===== config.mk =====
export PLATFORM = sky130hd
export DESIGN_NAME = host_bus_slave_and_clock_control
export DESIGN_NICKNAME = d
export VERILOG_FILES = /design/src/logic/host_port_pkg.sv /design/src/logic/host_bus_slave_and_clock_control.sv /design/src/logic/basic_clock_gen.sv
export VERILOG_INCLUDE_DIRS = /design/src /design/src/logic
export SDC_FILE = /design/constraint.sdc
export NUM_CORES = 1
export LEC_CHECK = 0
export ABC_CLOCK_PERIOD_IN_PS = 2250
export BUFFER_PORTS_ARGS = -buffer_cell sky130_fd_sc_hd__buf_2
export CORE_AREA = 2 2 159 161
export DETAILED_ROUTE_END_ITERATION = 6
export DIE_AREA = 0 0 161 163
export GPL_TIMING_DRIVEN = 0
export HOLD_SLACK_MARGIN = 0.05
export PLACE_DENSITY = 0.67
export SYNTH_ARGS = -nofsm -noshare
export SYNTH_HDL_FRONTEND = slang
export SYNTH_SLANG_ARGS = --single-unit

===== constraint.sdc =====
create_clock -name i_clock -period 2.25 [get_ports i_clock]
set_input_delay 0.675 -clock i_clock [delete_from_list [all_inputs] [get_ports i_clock]]
set_output_delay 0.675 -clock i_clock [all_outputs]
set_load 0.005 [all_outputs]

===== src/logic/host_port_map.svh =====
// Register offsets, field positions, reset values and timing counts for the host port
`ifndef HOST_PORT_MAP_SVH
`define HOST_PORT_MAP_SVH
`define BLOCK_BASE_DEFAULT 18'o776200
`define BLOCK_ADDR_HI 17
`define BLOCK_ADDR_LO 5
`define SEL_ADDR_HI 4
`define SEL_ADDR_LO 1
`define OFF_ERROR_STATUS 5'o14
`define OFF_MAINT_OUT 5'o14
`define OFF_CONTROL_LOC 5'o24
`define OFF_CONTROL_BITS 5'o26
`define OFF_STATUS_EXT 5'o30
`define BIT_MAINT_CLK_EN 1
`define BIT_MAINT_CLK_PULSE 0
`define BIT_FAST_SERVICE 2
`define BIT_ONLINE_REQ 0
`define BIT_BIT_A 1
`define BIT_STOP 2
`define BIT_OPL_OUT 7
`define HOLD_RESET 16'h8000
`define IRQ_LEVEL_DEFAULT 3'h4
`define CLOCK_PERIOD_NS 20
`define BASIC_PERIOD_NS 200
`define BASIC_DIV ((`BASIC_PERIOD_NS) / (`CLOCK_PERIOD_NS))
`define PHASE_FOUR 3'h4
`define PHASE_SEVEN 3'h7
`endif


===== src/logic/host_port_pkg.sv =====
// Types shared by the host port logic
package host_port_pkg;
  typedef enum logic [2:0] {
    SYNC_IDLE = 3'b001,
    SYNC_FIRST = 3'b010,
    SYNC_ANSWER = 3'b100
  } sync_state_e;
  typedef logic [15:0] word_t;
endpackage


===== src/logic/host_bus_slave_and_clock_control.sv =====
// Host bus slave port, clock and phase control of the channel interface
// Summary of operation
// - Answer one aligned block of 16 word addresses; upper bits match base.
// - Default base places block at 776200, offsets 00 to 37.
// - Match releases two sync stages; second stage drives slave sync.
// - Sync stages advance only on the negative phase clock enable.
// - Write data captured by write enable pulse at clock leading edge.
// - Address bits 4:1 decode to select lines while matched.
// - Read data is a 16 to 1 multiplexer per bit, gated by data enable.
// - Extended address bits 17:16 advance on buffer address carry.
// - Interrupt priority level customarily 4.
// - Free running 200 ns basic clock with negative and positive trains.
// - Maintenance clock enable stops the gated clock only.
// - Writing bit 0 in maintenance mode yields exactly one gated pulse.
// - Step latch toggles per closure, fires pulse, then is cleared.
// - Time state toggles each gated negative clock; with phase gives 16 slots.
// - Maintenance out writes latch into hold register by byte enables while on line and cabled.
// - Reset clears hold register, then leaves operational out set.
// - Writing bit 2 to location 24 sets the fast service arm.
// - Armed and off line, rising service in gives immediate service out.
// - Channel get off reset forces phase four.
// - Interface reset at phase 7, second time state, with stop.
// - Transition permit needs bit_a clear, no stack, no chaining, tags clear.
// - On line state entered only when request meets permit.
// - Three phase bits encode one of eight phases in binary.
`include "host_port_map.svh"
module host_bus_slave_and_clock_control
  import host_port_pkg::*;
#(
  parameter logic [17:0] BLOCK_BASE = `BLOCK_BASE_DEFAULT,
  parameter logic [2:0] IRQ_LEVEL = `IRQ_LEVEL_DEFAULT
) (
  input wire logic i_clock,
  input wire logic i_rst_n,
  input wire logic i_bus_init,
  input wire logic [17:0] i_bus_addr,
  input wire logic [15:0] i_bus_data,
  input wire logic i_master_sync,
  input wire logic i_write_high,
  input wire logic i_write_low,
  input wire logic i_data_to_bus_en,
  input wire logic i_step_input,
  input wire logic i_service_in,
  input wire logic i_channel_get_off_reset,
  input wire logic i_stacked_status,
  input wire logic i_command_chaining,
  input wire logic i_in_tags_active,
  input wire logic i_cabled,
  input wire logic i_buffer_address_carry,
  input wire logic [2:0] i_next_phase,
  input wire logic i_phase_load,
  input wire logic [15:0] i_reg_bank [16],
  output logic o_slave_sync,
  output logic [15:0] o_read_mux_data,
  output logic o_read_data_en,
  output logic [15:0] o_address_select,
  output logic [15:0] o_write_data,
  output logic o_write_enable_pulse,
  output logic [1:0] o_ext_addr,
  output logic [2:0] o_irq_level,
  output logic [15:0] o_maint_out_hold,
  output logic o_fast_service_response,
  output logic o_gated_clock_pos,
  output logic o_gated_clock_neg,
  output logic o_time_state_toggle,
  output logic [2:0] o_phase,
  output logic [15:0] o_phase_slot,
  output logic o_interface_reset,
  output logic o_online_transition_permit,
  output logic o_online_state
);
  // ----------------------------------------
  // Pin synchronisers
  // ----------------------------------------
  localparam int NSYNC = 11;
  wire logic [NSYNC-1:0] raw_in = {i_master_sync, i_write_high, i_write_low, i_data_to_bus_en, i_step_input,
    i_service_in, i_channel_get_off_reset, i_stacked_status, i_command_chaining, i_in_tags_active, i_cabled};
  logic [NSYNC-1:0] sync_a;
  logic [NSYNC-1:0] sync_b;
  logic [17:0] addr_a;
  logic [17:0] addr_b;
  logic [15:0] data_a;
  logic [15:0] data_b;
  always_ff @(posedge i_clock) begin
    sync_a <= raw_in;
    sync_b <= sync_a;
    addr_a <= i_bus_addr;
    addr_b <= addr_a;
    data_a <= i_bus_data;
    data_b <= data_a;
  end
  wire logic msync = sync_b[10];
  wire logic wr_high = sync_b[9];
  wire logic wr_low = sync_b[8];
  wire logic data_en = sync_b[7];
  wire logic step_in = sync_b[6];
  wire logic service_in = sync_b[5];
  wire logic get_off = sync_b[4];
  wire logic stacked = sync_b[3];
  wire logic chaining = sync_b[2];
  wire logic tags_in = sync_b[1];
  wire logic cabled = sync_b[0];

  // ----------------------------------------
  // Clock generator
  // ----------------------------------------
  logic maint_clk_en;
  logic maint_pulse;
  logic negative_phase_clock;
  logic positive_phase_clock;
  logic gated_clock_neg;
  logic gated_clock_pos;
  basic_clock_gen u_clock (
    .i_clock(i_clock),
    .i_rst_n(i_rst_n),
    .i_maint_mode(maint_clk_en),
    .i_maint_pulse(maint_pulse),
    .o_negative_phase_clock(negative_phase_clock),
    .o_positive_phase_clock(positive_phase_clock),
    .o_gated_clock_neg(gated_clock_neg),
    .o_gated_clock_pos(gated_clock_pos)
  );

  // ----------------------------------------
  // Address decode and select lines
  // ----------------------------------------
  wire logic [3:0] word_sel = addr_b[`SEL_ADDR_HI:`SEL_ADDR_LO];
  wire logic address_match_flag = msync &&
    (addr_b[`BLOCK_ADDR_HI:`BLOCK_ADDR_LO] == BLOCK_BASE[`BLOCK_ADDR_HI:`BLOCK_ADDR_LO]);
  wire logic [4:0] offset = {word_sel, 1'b0};
  wire logic [15:0] next_address_select = address_match_flag ? (16'h0001 << word_sel) : 16'h0000;

  // ----------------------------------------
  // Slave sync handshake
  // ----------------------------------------
  sync_state_e sync_state;
  sync_state_e next_sync_state;
  always_comb begin
    next_sync_state = sync_state;
    unique case (sync_state)
      SYNC_IDLE: begin
        if (address_match_flag && negative_phase_clock) begin
          next_sync_state = SYNC_FIRST;
        end
      end
      SYNC_FIRST: begin
        if (!address_match_flag) begin
          next_sync_state = SYNC_IDLE;
        end else if (negative_phase_clock) begin
          next_sync_state = SYNC_ANSWER;
        end
      end
      SYNC_ANSWER: begin
        if (!msync) begin
          next_sync_state = SYNC_IDLE;
        end
      end
    endcase
  end
  always_ff @(posedge i_clock) begin
    if (!i_rst_n || i_bus_init) begin
      sync_state <= SYNC_IDLE;
    end else begin
      sync_state <= next_sync_state;
    end
  end
  wire logic entering_answer = (sync_state == SYNC_FIRST) && (next_sync_state == SYNC_ANSWER);
  wire logic write_enable_pulse = entering_answer && (wr_high || wr_low);
  wire logic wr_hi_pulse = entering_answer && wr_high;
  wire logic wr_lo_pulse = entering_answer && wr_low;

  // ----------------------------------------
  // Control flip-flops written by the host
  // ----------------------------------------
  wire logic hit_error_status = wr_lo_pulse && (offset == `OFF_ERROR_STATUS);
  wire logic hit_control_loc = wr_lo_pulse && (offset == `OFF_CONTROL_LOC);
  wire logic hit_control_bits = wr_lo_pulse && (offset == `OFF_CONTROL_BITS);
  wire logic hold_write = (offset == `OFF_MAINT_OUT) && o_online_state && cabled;
  logic fast_service_arm;
  logic online_request;
  logic bit_a;
  logic stop_request;
  logic single_step_latch;
  logic step_prev;
  logic service_prev;
  logic time_state_toggle;
  logic [2:0] phase;
  logic [1:0] ext_addr;
  logic hold_set_pending;
  logic [15:0] maint_out_hold;

  wire logic step_pulse = single_step_latch && positive_phase_clock;
  wire logic next_maint_pulse = maint_clk_en && !maint_pulse &&
    ((hit_error_status && data_b[`BIT_MAINT_CLK_PULSE]) || step_pulse);
  wire logic iface_clear = o_interface_reset || i_bus_init;
  wire logic phase7_state2_signal = (phase == `PHASE_SEVEN) && !time_state_toggle;
  wire logic next_interface_reset = phase7_state2_signal && stop_request && gated_clock_neg;
  wire logic online_transition_permit = !bit_a && !stacked && !chaining && !tags_in;
  wire logic fast_service_response = fast_service_arm && !o_online_state && service_in && !service_prev;

  always_ff @(posedge i_clock) begin
    if (!i_rst_n || i_bus_init) begin
      maint_clk_en <= 1'b0;
      maint_pulse <= 1'b0;
      online_request <= 1'b0;
      bit_a <= 1'b0;
      stop_request <= 1'b0;
      o_online_state <= 1'b0;
    end else begin
      if (hit_error_status) begin
        maint_clk_en <= data_b[`BIT_MAINT_CLK_EN];
      end
      maint_pulse <= next_maint_pulse;
      if (hit_control_bits) begin
        online_request <= data_b[`BIT_ONLINE_REQ];
        bit_a <= data_b[`BIT_BIT_A];
        stop_request <= data_b[`BIT_STOP];
      end
      if (!online_request) begin
        o_online_state <= 1'b0;
      end else if (online_transition_permit) begin
        o_online_state <= 1'b1;
      end
    end
  end

  always_ff @(posedge i_clock) begin
    if (!i_rst_n || iface_clear) begin
      fast_service_arm <= 1'b0;
    end else if (hit_control_loc) begin
      fast_service_arm <= data_b[`BIT_FAST_SERVICE];
    end
  end

  // ----------------------------------------
  // Single step latch
  // ----------------------------------------
  always_ff @(posedge i_clock) begin
    if (!i_rst_n) begin
      single_step_latch <= 1'b0;
      step_prev <= 1'b0;
      service_prev <= 1'b0;
    end else begin
      step_prev <= step_in;
      service_prev <= service_in;
      if (step_in && !step_prev) begin
        single_step_latch <= !single_step_latch;
      end else if (maint_pulse) begin
        single_step_latch <= 1'b0;
      end
    end
  end

  // ----------------------------------------
  // Time state and phase machine
  // ----------------------------------------
  always_ff @(posedge i_clock) begin
    if (!i_rst_n || iface_clear) begin
      time_state_toggle <= 1'b1;
      phase <= 3'h0;
    end else if (gated_clock_neg) begin
      time_state_toggle <= !time_state_toggle;
      if (get_off) begin
        phase <= `PHASE_FOUR;
      end else if (i_phase_load) begin
        phase <= i_next_phase;
      end
    end
  end
  wire logic [15:0] next_phase_slot = 16'h0001 << {phase, !time_state_toggle};

  // ----------------------------------------
  // Extended address counter
  // ----------------------------------------
  always_ff @(posedge i_clock) begin
    if (!i_rst_n || iface_clear) begin
      ext_addr <= 2'h0;
    end else if (i_buffer_address_carry) begin
      ext_addr <= ext_addr + 2'h1;
    end
  end

  // ----------------------------------------
  // Maintenance out hold register
  // ----------------------------------------
  always_ff @(posedge i_clock) begin
    if (!i_rst_n || iface_clear) begin
      maint_out_hold <= 16'h0000;
      hold_set_pending <= 1'b1;
    end else begin
      hold_set_pending <= 1'b0;
      if (hold_set_pending) begin
        maint_out_hold <= maint_out_hold | `HOLD_RESET;
      end else begin
        if (wr_hi_pulse && hold_write) begin
          maint_out_hold[15:8] <= data_b[15:8];
        end
        if (wr_lo_pulse && hold_write) begin
          maint_out_hold[7:0] <= data_b[7:0];
        end
      end
    end
  end

  // ----------------------------------------
  // Read multiplexer, one slice per bit
  // ----------------------------------------
  wire logic [15:0] read_mux_data;
  genvar b;
  generate
    for (b = 0; b < 16; b++) begin : g_slice
      assign read_mux_data[b] = i_reg_bank[word_sel][b];
    end
  endgenerate
  wire logic read_active = data_en && address_match_flag && (sync_state != SYNC_IDLE);

  // ----------------------------------------
  // Output registers
  // ----------------------------------------
  always_ff @(posedge i_clock) begin
    if (!i_rst_n) begin
      o_slave_sync <= 1'b0;
      o_read_mux_data <= 16'h0000;
      o_read_data_en <= 1'b0;
      o_address_select <= 16'h0000;
      o_write_data <= 16'h0000;
      o_write_enable_pulse <= 1'b0;
      o_ext_addr <= 2'h0;
      o_irq_level <= 3'h0;
      o_maint_out_hold <= 16'h0000;
      o_fast_service_response <= 1'b0;
      o_gated_clock_pos <= 1'b0;
      o_gated_clock_neg <= 1'b0;
      o_time_state_toggle <= 1'b1;
      o_phase <= 3'h0;
      o_phase_slot <= 16'h0000;
      o_interface_reset <= 1'b0;
      o_online_transition_permit <= 1'b0;
    end else begin
      o_slave_sync <= (next_sync_state == SYNC_ANSWER);
      o_read_mux_data <= read_active ? read_mux_data : 16'h0000;
      o_read_data_en <= read_active;
      o_address_select <= next_address_select;
      o_write_data <= data_b;
      o_write_enable_pulse <= write_enable_pulse;
      o_ext_addr <= ext_addr;
      o_irq_level <= IRQ_LEVEL;
      o_maint_out_hold <= maint_out_hold;
      o_fast_service_response <= fast_service_response;
      o_gated_clock_pos <= gated_clock_pos;
      o_gated_clock_neg <= gated_clock_neg;
      o_time_state_toggle <= time_state_toggle;
      o_phase <= phase;
      o_phase_slot <= next_phase_slot;
      o_interface_reset <= next_interface_reset;
      o_online_transition_permit <= online_transition_permit;
    end
  end
endmodule


===== src/logic/basic_clock_gen.sv =====
// Free running basic clock divider with gated maintenance pulses
`include "host_port_map.svh"
module basic_clock_gen
  import host_port_pkg::*;
#(
  parameter int DIV = `BASIC_DIV
) (
  input wire logic i_clock,
  input wire logic i_rst_n,
  input wire logic i_maint_mode,
  input wire logic i_maint_pulse,
  output logic o_negative_phase_clock,
  output logic o_positive_phase_clock,
  output logic o_gated_clock_neg,
  output logic o_gated_clock_pos
);
  logic [7:0] count;
  wire logic wrap = (count == 8'(DIV - 1));
  wire logic half = (count == 8'(DIV / 2 - 1));
  always_ff @(posedge i_clock) begin
    if (!i_rst_n) begin
      count <= 8'h00;
    end else begin
      count <= wrap ? 8'h00 : count + 8'h01;
    end
  end
  // ----------------------------------------
  // Free running trains and gated copies
  // ----------------------------------------
  always_ff @(posedge i_clock) begin
    if (!i_rst_n) begin
      o_negative_phase_clock <= 1'b0;
      o_positive_phase_clock <= 1'b0;
      o_gated_clock_neg <= 1'b0;
      o_gated_clock_pos <= 1'b0;
    end else begin
      o_negative_phase_clock <= wrap;
      o_positive_phase_clock <= half;
      o_gated_clock_neg <= i_maint_mode ? i_maint_pulse : wrap;
      o_gated_clock_pos <= i_maint_mode ? i_maint_pulse : half;
    end
  end
endmodule


==> results.json <==
{
  "place_ws_ns": -0.611,
  "min_path_type": "in2reg",
  "synth.most_common_cell": "dfxtp_1",
  "cts_buffers": 24,
  "synthTopCellsByArea": "dfxtp_1 56%, mux4_2 18%, and2_1 3.3%, a22oi_1 3.1%, a21oi_1 2.6%",
  "synth_async_sr_flop_share": 0,
  "gp_congestion": 0.908,
  "boundaryPins": 407,
  "fin_skew_ns": 0.00733,
  "critical_path.top_delay_family": "simple AND/OR/NAND/NOR gates",
  "rsz0062_at_grt": "yes",
  "maxSlewHeadroom": 0.531,
  "ant_nets": 0,
  "cts_max_path_buffers": 3,
  "period_needed_ns": 2.18,
  "root_buffer": "clkbuf_16",
  "fp.dieW_um": 161,
  "die_height_um": 163,
  "fill_cells": 2345,
  "postSynthAreaPerCell_um2": 12.1,
  "firstDrtPassIters": 5,
  "ir_worst_vdd_mv": 0.626,
  "p_switching_mw": 2.08,
  "core_um2": 24700,
  "totalWireLength_mm": 31.6,
  "p_per_area_nw_per_um2": 783,
  "cts.htree.levels": 1,
  "cp_max_fo": 10,
  "routedWlPerCell_um": 21.6,
  "criticalPathCategory": "reg2reg",
  "fin_crit_sh": 0.968,
  "hold_viol": 0,
  "crit_chain": "or4b_4, or4_4, clkbuf_1, o31ai_1, a21oi_1",
  "synth_top_area_frac": 0.562,
  "synth_edf_count": 0,
  "intPower_mw": 7.00,
  "netlist.top_cell.by_area": "dfxtp_1",
  "portBuffers": 403,
  "path_buf_inv": 1,
  "first_global_vias": 7110,
  "tightest_slew_ns": 0.703,
  "setup_viol": 0,
  "grt-ovfl-total": 0,
  "pwr-share-clk": 0.441,
  "area_growth_pct": 40.8,
  "synth_cell_type_count": 51,
  "comb_power_share": 0.090,
  "maxCapViolCount": 0,
  "leakage_nw": 5.19,
  "antenna_found_initial": 16,
  "arrival_ns": 2.56,
  "finalWorstSetupSlack_ns": 0.0709,
  "synthesis.area_um2": 8230,
  "path_clk_slew_ns": 0.06,
  "drt-initial-drc-count": 490,
  "synth.ff_latch_count": 231,
  "synthFlopType": "dfxtp_1",
  "p_sw_frac": 0.229,
  "synth_top_cells_by_count": "231 x dfxtp_1, 64 x mux4_2, 48 x nor2_1, 44 x and2_1, 43 x a21oi_1",
  "cts_tree": "built",
  "clk_latency_ns": 0.53,
  "via_count": 7239,
  "worstSetupEndpointType": "flip-flop",
  "nets": 1420,
  "grt_max_degree": 16,
  "whs_ns": 0.249,
  "avgViaCountPerCell": 4.95,
  "p_seq_frac": 0.469,
  "critPathSlowestCell": "or4b_4",
  "max_freq_mhz": 459,
  "syn-instance-count": 678,
  "die_area_um2": 26200,
  "drv_slew": 0,
  "status": "completed",
  "grt_util_all_layers": 0.228,
  "drc": 0,
  "critPathRequiredTime_ns": 2.63,
  "num_rows": 58,
  "synth_warnings": 0,
  "grt_pass1_wl_mm": 44.0,
  "drive_gt1_frac": 0.484,
  "initial_core_util": 0.334,
  "synth_seq_area_share": 0.562,
  "max_stage_delay_ns": 0.59,
  "start_kind": "flip-flop",
  "place_hpwl_mm": 25.4,
  "clock-sinks": 231
}
-- layout make-up --
cell class	count	area, um^2	area share
Buffer	47	226	0.0195
Inverter	11	41.3	0.00356
Clock buffer	31	657	0.0567
Timing Repair Buffer	404	2020	0.175
Multi-Input combinational cell	389	3420	0.295
Sequential cell	231	4630	0.399
Clock inverter	12	160	0.0138
Antenna cell	6	15.0	0.00130
Tap cell	330	413	0.0356
-- flip-flops by register name (all words and copies together), names as in the netlist, 2 cells and up --
register and cells:
o_address_select 16, o_phase 3, maint_out_hold 16, addr_a 17
ext_addr 2, o_maint_out_hold 16, addr_b 17, sync_state 3
data_a 16, sync_b 11, u_clock.count 8, sync_a 11
data_b 16, o_read_mux_data 16, o_ext_addr 2, o_write_data 16
o_phase_slot 16, phase 3
-- through the flow --
stage / cell area (um^2) / utilization / instances / total power [mW] / setup TNS [ns]
finish: 11600 / 0.470 / 1461 / 9.08 / 0
detailed placement: 10700 / 0.432 / 1412 / 5.15 / -7.37
global placement: 10700 / 0.432 / 1412 / 5.14 / -8.25
CTS: 11500 / 0.468 / 1455 / 9.16 / -0.00000622
floorplan: 8240 / - / 679 / 4.71 / 0
global route: 11600 / 0.470 / 1461 / 9.40 / -0.0128
-- final timing paths --
check / start / to / slack [ns] / cells past startpoint
max reg2reg: addr_b[6] / fast_service_arm / 0.07 / 5
min: i_bus_addr[4] / addr_a[4] / 0.25 / 1
min reg2reg: data_a[1] / data_b[1] / 0.32 / 0
max: addr_b[6] / fast_service_arm / 0.07 / 5
-- layer usage --
layer  GRT usage  up-vias  share of wire
met5           0        -         0.0024
met3      0.0568       80          0.069
met4      0.0978       12          0.044
met1       0.251     3466           0.37
met2       0.417      335           0.51
li1            -     3346              -
-- worst register-to-register path, cell delays in order (launching register included) --
cell and delay (ns):
dfxtp_1 0.31, or4b_4 0.59, or4_4 0.53, clkbuf_1 0.25, o31ai_1 0.27, a21oi_1 0.09
-- placed cells by master, fill, tap and decap left out, types with 4 or more instances in the layout --
cell,n
a21oi_1,43
a22oi_1,33
and2_1,44
and3_1,6
and4_1,4
buf_1,5
buf_2,411
buf_4,6
clkbuf_1,23
clkbuf_16,24
clkbuf_2,8
dfxtp_1,230
diode_2,6
inv_1,11
mux4_2,64
nand2_1,13
nand2b_1,8
nand3_1,23
nand4_1,10
nand4b_1,4
nor2_1,47
nor2b_1,4
nor3_1,10
o21ai_0,23
xor2_1,6
-- kinds of logic after synthesis --
group,after synthesis,synth area share
simple gates,201,0.139
xor+xnor,9,0.00958
mux,64,0.175
other cells,1,0.000456
flops,231,0.562
compound gates,110,0.0807
buf+inv,59,0.0290
fa+ha+maj,3,0.00456
-- timing repair --
item,4_1_cts,5_1_grt
hold buffers,0,0
resized for setup,20,15
pin swaps,1,0
endpoints found under the setup margin,20,22
setup buffers,1,0
-- power groups by stage --
stage | combinational [mW] | clock [mW] | sequential (mW)
finish | 0.818 | 4.00 | 4.26
global route | 0.871 | 4.26 | 4.27
CTS | 0.815 | 4.09 | 4.26
detailed placement | 0.807 | 0 | 4.34
global placement | 0.798 | 0 | 4.34
floorplan | 0.382 | 0 | 4.33
Power figures use the tool's default switching activity.
